<file path="src/shbc_pkg.sv">
/*
 Constants for the serial half-bridge control block: command and status
 field positions, reset values and short-circuit delay counts.
 Assumes a 100 MHz system clock.
*/
package shbc_pkg;
   localparam int          WORD_W        = 16;
   localparam int          NUM_BR        = 6;
   localparam int          CLK_NS        = 10;
   // Command word fields
   localparam int          CMD_SRR_BIT   = 0;
   localparam int          CMD_SW_LO     = 1;
   localparam int          CMD_OLD_BIT   = 13;
   localparam int          CMD_SCT_BIT   = 14;
   localparam int          CMD_SE_BIT    = 15;
   // Status word fields
   localparam int          ST_TP_BIT     = 0;
   localparam int          ST_SCD_BIT    = 13;
   localparam int          ST_EN_BIT     = 14;
   localparam int          ST_PSF_BIT    = 15;
   // Command word after reset: SE, SHORT_TIMER_SELECT, OLD high, all switches off
   localparam logic [15:0] CMD_RESET     = 16'hE000;
   localparam logic [15:0] ALL_ONES      = 16'hFFFF;
   // Short-circuit shutdown delays
   localparam int          SC_LONG_US    = 12000;
   localparam int          SC_SHORT_US   = 1500;
   localparam int          SC_LONG_CYC   = SC_LONG_US * 1000 / CLK_NS;
   localparam int          SC_SHORT_CYC  = SC_SHORT_US * 1000 / CLK_NS;
   localparam int          SC_CNT_W      = 21;
endpackage

</file>
<file path="src/shbc_ser_if.sv">
/*
 Interface carrying the synchronised serial link between the top module
 and its shifter. Assumes both ends run on the same system clock.
*/
`timescale 1ns/1ns
`default_nettype none
interface shbc_ser_if;
   logic        frame_start;
   logic        frame_end;
   logic        clk_rise;
   logic        clk_fall;
   logic        din;
   logic [15:0] status_word;
   logic [15:0] cmd_word;
   logic        dout;
   modport top (output frame_start, frame_end, clk_rise, clk_fall, din, status_word,
                input cmd_word, dout);
   modport shf (input frame_start, frame_end, clk_rise, clk_fall, din, status_word,
                output cmd_word, dout);
endinterface
`default_nettype wire

</file>
<file path="src/shbc_top.sv">
/*
 Serial control block of a six half-bridge driver: command word in,
 status word out, switch drive, enables and short-circuit timing.
 Assumes the serial pins and hardware enable are asynchronous inputs
 and status flags come from analog sensing as levels.
*/
// Functional notes
// - A frame starts when chip select falls.
// - The shifted command takes effect only on chip select rising.
// - Serial input is sampled on the falling serial clock edge.
// - Serial output is driven once chip select falls.
// - Serial output changes on rising clock edges and when chip select falls.
// - Serial output is high impedance while chip select is high.
// - Status word goes out least significant bit first.
// - Reset request clears supply fail, short detected and thermal latch.
// - Bits 1 to 12 switch low and high sides, high means on.
// - Bit 13 low enables open-load detection.
// - Bit 14 high gives 12 ms short delay, low 1.5 ms.
// - Bit 15 low is software standby.
// - Serial interface keeps working in standby.
// - Hardware enable low is standby.
// - Fault pin pulled low on over-temperature or over-current.
// - Status bits: prewarn, switch states (open-load flags when bit 13 low), short, enable, supply fail.
// - After thermal shutdown every status bit reads high.
// - Outputs run only when both enables are high.
// - Reset request clears short flag and re-enables shorted outputs.
`timescale 1ns/1ns
`default_nettype none
module shbc_top
   import shbc_pkg::*;
(
   // System
   input  wire logic                  mclk_i,
   input  wire logic                  nrst_i,
   // Serial pins
   input  wire logic                  cs_n_i,
   input  wire logic                  sclk_i,
   input  wire logic                  serial_in_i,
   output logic                       serial_out_o,
   output logic                       serial_out_oe_o,
   // Hardware enable pin
   input  wire logic                  hw_enable_i,
   // Sensing flags
   input  wire logic                  temp_prewarn_i,
   input  wire logic                  over_temp_i,
   input  wire logic                  supply_low_i,
   input  wire logic [2*NUM_BR-1:0]   over_current_i,
   input  wire logic [2*NUM_BR-1:0]   open_load_i,
   // Power stage controls
   output logic [2*NUM_BR-1:0]        switch_on_o,
   output logic                       open_load_en_o,
   output logic                       enable_o,
   output logic                       error_indicator_n_o,
   output logic                       error_indicator_n_oe_o
);
   import shbc_pkg::*;

   ////////////////////////////////////////////////////////////////////////
   // Input synchronisers
   logic [1:0] cs_s, ck_s, di_s, en_s;
   logic       cs_d, ck_d;
   always_ff @(posedge mclk_i or negedge nrst_i) begin
      if (!nrst_i) begin
         cs_s <= 2'h3;
         ck_s <= 2'h0;
         di_s <= 2'h0;
         en_s <= 2'h0;
         cs_d <= 1'b1;
         ck_d <= 1'b0;
      end else begin
         cs_s <= {cs_s[0], cs_n_i};
         ck_s <= {ck_s[0], sclk_i};
         di_s <= {di_s[0], serial_in_i};
         en_s <= {en_s[0], hw_enable_i};
         cs_d <= cs_s[1];
         ck_d <= ck_s[1];
      end
   end

   shbc_ser_if ser ();
   assign ser.frame_start = cs_d && !cs_s[1];
   assign ser.frame_end   = !cs_d && cs_s[1];
   assign ser.clk_rise    = !cs_s[1] && !ck_d && ck_s[1];
   assign ser.clk_fall    = !cs_s[1] && ck_d && !ck_s[1];
   assign ser.din         = di_s[1];

   shbc_shifter u_shf (
      .mclk_i (mclk_i),
      .nrst_i (nrst_i),
      .ser    (ser)
   );

   ////////////////////////////////////////////////////////////////////////
   // Command register, applied on chip select rising
   logic [WORD_W-1:0] cmd;
   logic              srr_pulse;
   always_ff @(posedge mclk_i or negedge nrst_i) begin
      if (!nrst_i) begin
         cmd       <= CMD_RESET;
         srr_pulse <= 1'b0;
      end else begin
         srr_pulse <= 1'b0;
         if (ser.frame_end) begin
            cmd       <= ser.cmd_word;
            srr_pulse <= ser.cmd_word[CMD_SRR_BIT];
         end
      end
   end

   logic eff_en;
   assign eff_en = cmd[CMD_SE_BIT] && en_s[1];

   ////////////////////////////////////////////////////////////////////////
   // Short-circuit timers and latched flags
   logic [2*NUM_BR-1:0] sc_off;
   logic [SC_CNT_W-1:0] sc_cnt [2*NUM_BR];
   logic [SC_CNT_W-1:0] sc_limit;
   logic                ot_latch, psf_latch;
   assign sc_limit = cmd[CMD_SCT_BIT] ? SC_CNT_W'(SC_LONG_CYC)
                                      : SC_CNT_W'(SC_SHORT_CYC);

   genvar g;
   generate
      for (g = 0; g < 2*NUM_BR; g++) begin : g_sc
         always_ff @(posedge mclk_i or negedge nrst_i) begin
            if (!nrst_i) begin
               sc_cnt[g] <= '0;
               sc_off[g] <= 1'b0;
            end else begin
               if (over_current_i[g] && switch_on_o[g]) begin
                  sc_cnt[g] <= (sc_cnt[g] >= sc_limit) ? sc_cnt[g]
                                                       : sc_cnt[g] + 1'b1;
               end else begin
                  sc_cnt[g] <= '0;
               end
               // A new trip wins over a reset request
               if (switch_on_o[g] && sc_cnt[g] >= sc_limit) begin
                  sc_off[g] <= 1'b1;
               end else if (srr_pulse) begin
                  sc_off[g] <= 1'b0;
               end
            end
         end
      end
   endgenerate

   always_ff @(posedge mclk_i or negedge nrst_i) begin
      if (!nrst_i) begin
         ot_latch  <= 1'b0;
         psf_latch <= 1'b0;
      end else begin
         if (over_temp_i) begin
            ot_latch <= 1'b1;
         end else if (srr_pulse) begin
            ot_latch <= 1'b0;
         end
         if (supply_low_i) begin
            psf_latch <= 1'b1;
         end else if (srr_pulse) begin
            psf_latch <= 1'b0;
         end
      end
   end

   ////////////////////////////////////////////////////////////////////////
   // Power stage drive
   logic [2*NUM_BR-1:0] sw_cmd;
   assign sw_cmd = cmd[CMD_SW_LO +: 2*NUM_BR];
   always_ff @(posedge mclk_i or negedge nrst_i) begin
      if (!nrst_i) begin
         switch_on_o    <= '0;
         open_load_en_o <= 1'b0;
         enable_o       <= 1'b0;
      end else begin
         switch_on_o    <= (eff_en && !ot_latch) ? (sw_cmd & ~sc_off) : '0;
         open_load_en_o <= !cmd[CMD_OLD_BIT];
         enable_o       <= eff_en;
      end
   end

   ////////////////////////////////////////////////////////////////////////
   // Status word
   logic [2*NUM_BR-1:0] sw_stat;
   assign sw_stat = cmd[CMD_OLD_BIT] ? switch_on_o : open_load_i;
   always_comb begin
      ser.status_word = {psf_latch, eff_en, |sc_off, sw_stat, temp_prewarn_i};
      if (ot_latch) begin
         ser.status_word = ALL_ONES;
      end
   end

   ////////////////////////////////////////////////////////////////////////
   // Serial output and fault pin
   always_ff @(posedge mclk_i or negedge nrst_i) begin
      if (!nrst_i) begin
         serial_out_o           <= 1'b0;
         serial_out_oe_o        <= 1'b0;
         error_indicator_n_o    <= 1'b0;
         error_indicator_n_oe_o <= 1'b0;
      end else begin
         serial_out_o           <= ser.dout;
         serial_out_oe_o        <= !cs_s[1];
         error_indicator_n_o    <= 1'b0;
         error_indicator_n_oe_o <= ot_latch || (|sc_off);
      end
   end
endmodule
`default_nettype wire

</file>
<file path="src/shbc_shifter.sv">
/*
 Serial shifter: shifts command bits in and status bits out, both
 least significant bit first. Assumes edge pulses from the top module.
*/
`timescale 1ns/1ns
`default_nettype none
module shbc_shifter
   import shbc_pkg::*;
(
   // System
   input  wire logic mclk_i,
   input  wire logic nrst_i,
   // Link
   shbc_ser_if.shf   ser
);
   logic [WORD_W-1:0] rx_sr;
   logic [WORD_W-1:0] tx_sr;

   // Last sixteen bits in the frame form the command word
   always_ff @(posedge mclk_i or negedge nrst_i) begin
      if (!nrst_i) begin
         rx_sr <= '0;
      end else if (ser.clk_fall) begin
         rx_sr <= {ser.din, rx_sr[WORD_W-1:1]};
      end
   end
   assign ser.cmd_word = rx_sr;

   // Status loaded at frame start, bit 0 first; next bit on each rising clock
   always_ff @(posedge mclk_i or negedge nrst_i) begin
      if (!nrst_i) begin
         tx_sr <= '0;
      end else if (ser.frame_start) begin
         tx_sr <= ser.status_word;
      end else if (ser.clk_rise) begin
         tx_sr <= {1'b0, tx_sr[WORD_W-1:1]};
      end
   end
   assign ser.dout = tx_sr[0];
endmodule
`default_nettype wire

</file>
<file path="config.mk">
export PLATFORM = sky130hd
export DESIGN_NAME = shbc_top
export DESIGN_NICKNAME = d
export VERILOG_FILES = /design/src/shbc_pkg.sv /design/src/shbc_ser_if.sv /design/src/shbc_top.sv /design/src/shbc_shifter.sv
export SDC_FILE = /design/constraint.sdc
export NUM_CORES = 1
export LEC_CHECK = 0
export BUFFER_PORTS_ARGS = -buffer_cell sky130_fd_sc_hd__clkbuf_2
export CAP_MARGIN = 10
export CORE_AREA = 4 4 180 182
export DETAILED_ROUTE_END_ITERATION = 8
export DIE_AREA = 0 0 184 186
export GPL_TIMING_DRIVEN = 0
export PLACE_DENSITY_LB_ADDON = 0.25
export SETUP_SLACK_MARGIN = 0.05
export SYNTH_ARGS = -nofsm -noshare
export SYNTH_HDL_FRONTEND = slang
export SYNTH_HIERARCHICAL = 1
export SYNTH_SLANG_ARGS = --single-unit
</file>
<file path="constraint.sdc">
create_clock -name mclk_i -period 4.15 [get_ports mclk_i]
set_input_delay 0.415 -clock mclk_i [delete_from_list [all_inputs] [get_ports mclk_i]]
set_output_delay 0.415 -clock mclk_i [all_outputs]
set_load 0.03 [all_outputs]
</file>
==> tab_implementation.tex <==
\begin{tabular}{lr}
\hline
Metric & Value \\
\hline
\multicolumn{2}{l}{\textbf{Status}} \\
Result of the run & complete, no violations \\
\multicolumn{2}{l}{\textbf{Run}} \\
Total of max-cap violations & 0 \\
\multicolumn{2}{l}{\textbf{Power}} \\
P\_leak & 8.96 nW \\
Max IR drop VDD & 0.297 mV \\
Areal power density over the cells & 358 nW/um2 \\
\multicolumn{2}{l}{\textbf{CTS}} \\
CTS tree & done \\
Clock Sink Count & 341 \\
CTS max path bufs & 3 \\
Clock Root Buffer & sky130\_fd\_sc\_hd\_\_clkbuf\_16 \\
Clock transition time at the flip-flop clock pins of the worst setup and hold paths & 0.06 ns \\
Maximum level of the CTS H-tree & 2 \\
Number of clock buffers inserted by TritonCTS & 39 \\
Clock latency reported for the late side of the worst-skew pair & 0.53 ns \\
\multicolumn{2}{l}{\textbf{Setup path}} \\
Critical path type & flop to flop \\
Worst Path Required & 4.60 ns \\
Endpoint kind of the worst setup timing path & flop \\
Critical Path Start Type & flop \\
Worst path arrival time & 4.23 ns \\
Maximum net fanout on the critical path & 28 \\
\multicolumn{2}{l}{\textbf{Layout}} \\
Cell area after layout & 21500 um2 \\
Fin util & 70.2\% \\
Nets & 2226 \\
Filler Cell Count & 2286 \\
Antenna cell count & 0 \\
Synthesis-to-layout area growth & 11.6\% \\
Multi-input combinational cell area & 10100 um2 \\
Fin cells & 2521 \\
Fraction of final layout cells sized beyond drive strength 1 & 9.65\% \\
Register cell area after layout & 8540 um2 \\
\multicolumn{2}{l}{\textbf{Global routing}} \\
Total congestion overflow & 0 \\
Pin count of the biggest net entering global routing & 99 \\
Global routing usage summed across all routing layers & 25.9\% \\
Initial antenna violation count & 0 \\
Via count of the first global-routing pass & 15400 \\
Wire length of the first global-routing pass & 74.7 mm \\
\multicolumn{2}{l}{\textbf{Floorplanning}} \\
Placeable core area & 30600 um2 \\
Y dimension of the die & 186 um \\
Die X & 184 um \\
Total die area & 34200 um2 \\
Site Rows & 64 \\
Initial Util & 62.9\% \\
I/O pin total & 51 \\
\multicolumn{2}{l}{\textbf{Synthesis}} \\
Mean area per synthesized cell & 9.62 um2 \\
\#FFs+latches synth & 341 \\
Count of distinct cell types in the synthesized netlist & 82 \\
Total nets after synthesis & 2128 \\
Share of synthesized area occupied by flip-flops and latches & 44.4\% \\
EDFF count, synth & 0 \\
Synth Instances & 1999 \\
Dominant synthesized flop cell & sky130\_fd\_sc\_hd\_\_dfrtp\_1 \\
Yosys Warn Count & 6 \\
Share of flip-flops with an asynchronous set or reset & 100\% \\
Post-Synthesis Cell Area & 19200 um2 \\
\multicolumn{2}{l}{\textbf{STA}} \\
Worst Max-Slew Pin Slew & 1.12 ns \\
Top achievable clock speed & 0.264 GHz \\
Final hold viol count & 0 \\
Min cycle time layout & 3.79 ns \\
Worst setup skew after layout & 0.0127 ns \\
Slew margin rel. & 24.9\% \\
Final Max Tran Viols & 0 \\
RSZ-0062 raised after global routing & false \\
Total Negative Setup Slacks & 0 ns \\
Worst hold slack & 0.0281 ns \\
Setup-failing EPs final & 0 \\
Part of the cycle the worst path needs & 91.3\% \\
\multicolumn{2}{l}{\textbf{Drt}} \\
DRT Wirelength & 43.2 mm \\
Number of remaining DRC errors & 0 \\
DRT antenna net count & 0 \\
TritonRoute pass-1 iters & 7 \\
Routed length per placed instance & 17.1 um \\
Violation count after the first detailed-route iteration & 1007 \\
Number of vias per cell & 6.14 \\
Count of vias placed by the detailed router & 15500 \\
\multicolumn{2}{l}{\textbf{Placement}} \\
Gpl congestion & 0.914 \\
Quantity of I/O buffers inserted on ports & 49 \\
Total placed cells including tap cells & 2448 \\
Cell area after placement & 20100 um2 \\
Half-perimeter wire length after detailed placement & 29.7 mm \\
\multicolumn{2}{l}{\textbf{Hold path}} \\
Worst hold path type & input pin to flop \\
\hline
\end{tabular}
[worst paths after layout]
path / start / endpoint / slack [ns] / cells past startpoint
worst max-delay path: cmd[14] / sc_cnt[36] / 0.36 / 10
worst min-delay path: sclk_i / ck_s[0] / 0.03 / 1
worst max register to register: cmd[14] / sc_cnt[36] / 0.36 / 10
worst min register to register: ck_s[0] / ck_s[1] / 0.36 / 0
max in group asynchronous: nrst_i / cs_s[0] / 1.99 / 5
min in group asynchronous: nrst_i / sc_cnt[165] / 0.45 / 2
[critical path: stages, from the launching register on]
cell	delay [ns]
sky130_fd_sc_hd__dfstp_4	0.91
sky130_fd_sc_hd__inv_4	0.24
sky130_fd_sc_hd__buf_12	0.25
sky130_fd_sc_hd__ha_1	0.31
sky130_fd_sc_hd__nor4bb_1	0.43
sky130_fd_sc_hd__o22ai_1	0.18
sky130_fd_sc_hd__o32ai_2	0.45
sky130_fd_sc_hd__or2_1	0.17
sky130_fd_sc_hd__clkbuf_1	0.40
sky130_fd_sc_hd__o21ai_0	0.18
sky130_fd_sc_hd__a21oi_1	0.14
[state kept, by name (all words and copies together) (netlist names), 2 cells and up]
register	count
sc_cnt	252
ck_s	2
en_s	2
u_shf/tx_sr	16
u_shf/ser.cmd_word	16
sc_off	12
cmd	15
di_s	2
switch_on_o	12
cs_s	2
[per-stage QoR]
| step | total power [W] | setup WS (ns) |
|---|---|---|
| floorplan | 0.00393 | 0.549 |
| global placement | 0.00415 | -4.66 |
| detailed placement | 0.00421 | -0.318 |
| CTS | 0.00775 | 0.150 |
| global route | 0.00799 | 0.112 |
| finish | 0.00767 | 0.361 |
[cells in the mapped netlist (11+ instances only)]
library cell / count / share of area, %
sky130_fd_sc_hd__nand4_1: 60 / 2.0
sky130_fd_sc_hd__dfrtp_1: 335 / 44
sky130_fd_sc_hd__ha_1: 96 / 6.2
sky130_fd_sc_hd__o31ai_1: 12 / 0.47
sky130_fd_sc_hd__or3_1: 44 / 1.4
sky130_fd_sc_hd__nor3b_1: 27 / 1.1
sky130_fd_sc_hd__mux2i_1: 33 / 1.7
sky130_fd_sc_hd__o21ai_0: 54 / 1.4
sky130_fd_sc_hd__and2_1: 31 / 1.0
sky130_fd_sc_hd__o21ai_1: 17 / 0.44
sky130_fd_sc_hd__xnor2_1: 124 / 5.6
sky130_fd_sc_hd__nor4b_1: 13 / 0.59
sky130_fd_sc_hd__nor4_1: 39 / 1.3
sky130_fd_sc_hd__nand3_1: 90 / 2.3
sky130_fd_sc_hd__mux2_2: 19 / 1.1
sky130_fd_sc_hd__and4_1: 16 / 0.73
sky130_fd_sc_hd__a21oi_1: 82 / 2.1
sky130_fd_sc_hd__clkbuf_1: 45 / 0.88
sky130_fd_sc_hd__xor2_1: 18 / 0.82
sky130_fd_sc_hd__o211ai_1: 19 / 0.74
sky130_fd_sc_hd__or4_1: 22 / 0.86
sky130_fd_sc_hd__a21o_1: 19 / 0.74
sky130_fd_sc_hd__and3_1: 31 / 1.0
sky130_fd_sc_hd__nand2b_1: 13 / 0.42
sky130_fd_sc_hd__inv_1: 73 / 1.4
sky130_fd_sc_hd__nor3_1: 73 / 1.9
sky130_fd_sc_hd__nand2_1: 155 / 3.0
sky130_fd_sc_hd__a211o_1: 25 / 1.1
sky130_fd_sc_hd__a31o_2: 11 / 0.50
sky130_fd_sc_hd__nor2_1: 227 / 4.4
[routing by layer]
metal  GRT usage, %  vias up  part of all wire, %
li1               -     7440                    -
met1           36.0     7572                   45
met2           42.2      379                   48
met3           3.62       80                  4.7
met4           8.78        0                  2.6
met5              0        -                    0
[final cells by class]
type	instances	area share, %
flip-flops and latches	341	39.8
multi-input cells	1519	47.1
clock buffers	57	5.39
repair buffers	57	1.85
inverters	74	1.31
well taps	396	2.31
plain buffers	65	1.48
clock inverters	12	0.775
[report_power, final]
part / total [W] / internal [W] / switching, W / leakage [nW]
logic: 0.000603 / 0.000256 / 0.000346 / 3.66
clock network: 0.00352 / 0.00218 / 0.00134 / 0.651
registers: 0.00355 / 0.00344 / 0.000113 / 4.65
[cells in the final DEF, fill, tap and decap left out, drive strengths merged, types with 13 or more instances in the layout]
cell type,n
a211o,25
a21o,19
a21oi,82
a31o,13
and2,31
and3,31
and4,16
buf,24
clkbuf,151
dfrtp,335
ha,96
inv,74
mux2,29
mux2i,33
nand2,156
nand2b,13
nand3,92
nand4,60
nor2,227
nor3,75
nor3b,28
nor4,45
nor4b,13
o211ai,19
o21ai,71
or2,14
or3,44
or4,22
xnor2,124
xor2,18
[timing repair]
item | 4_1_cts | 5_1_grt
hold endpoints to repair | 79 | 0
setup buffers | 0 | 0
hold buffers | 4 | 0
resized for setup | 2 | 4
setup endpoints to repair | 26 | 16
[kinds of logic (layout without fill, tap and decap cells)]
| kind of cell | after synthesis | after routing | synth area share (%) |
|---|---|---|---|
| compound gates | 314 | 314 | 11.2 |
| flops | 341 | 341 | 44.4 |
| xor+xnor | 142 | 142 | 6.47 |
| simple gates | 904 | 904 | 25.0 |
| other cells | 1 | 1 | 0.0195 |
| mux | 62 | 62 | 3.61 |
| fa+ha+maj | 96 | 96 | 6.25 |
| buf+inv | 139 | 265 | 3.09 |
(Power assumes the default switching activity.)
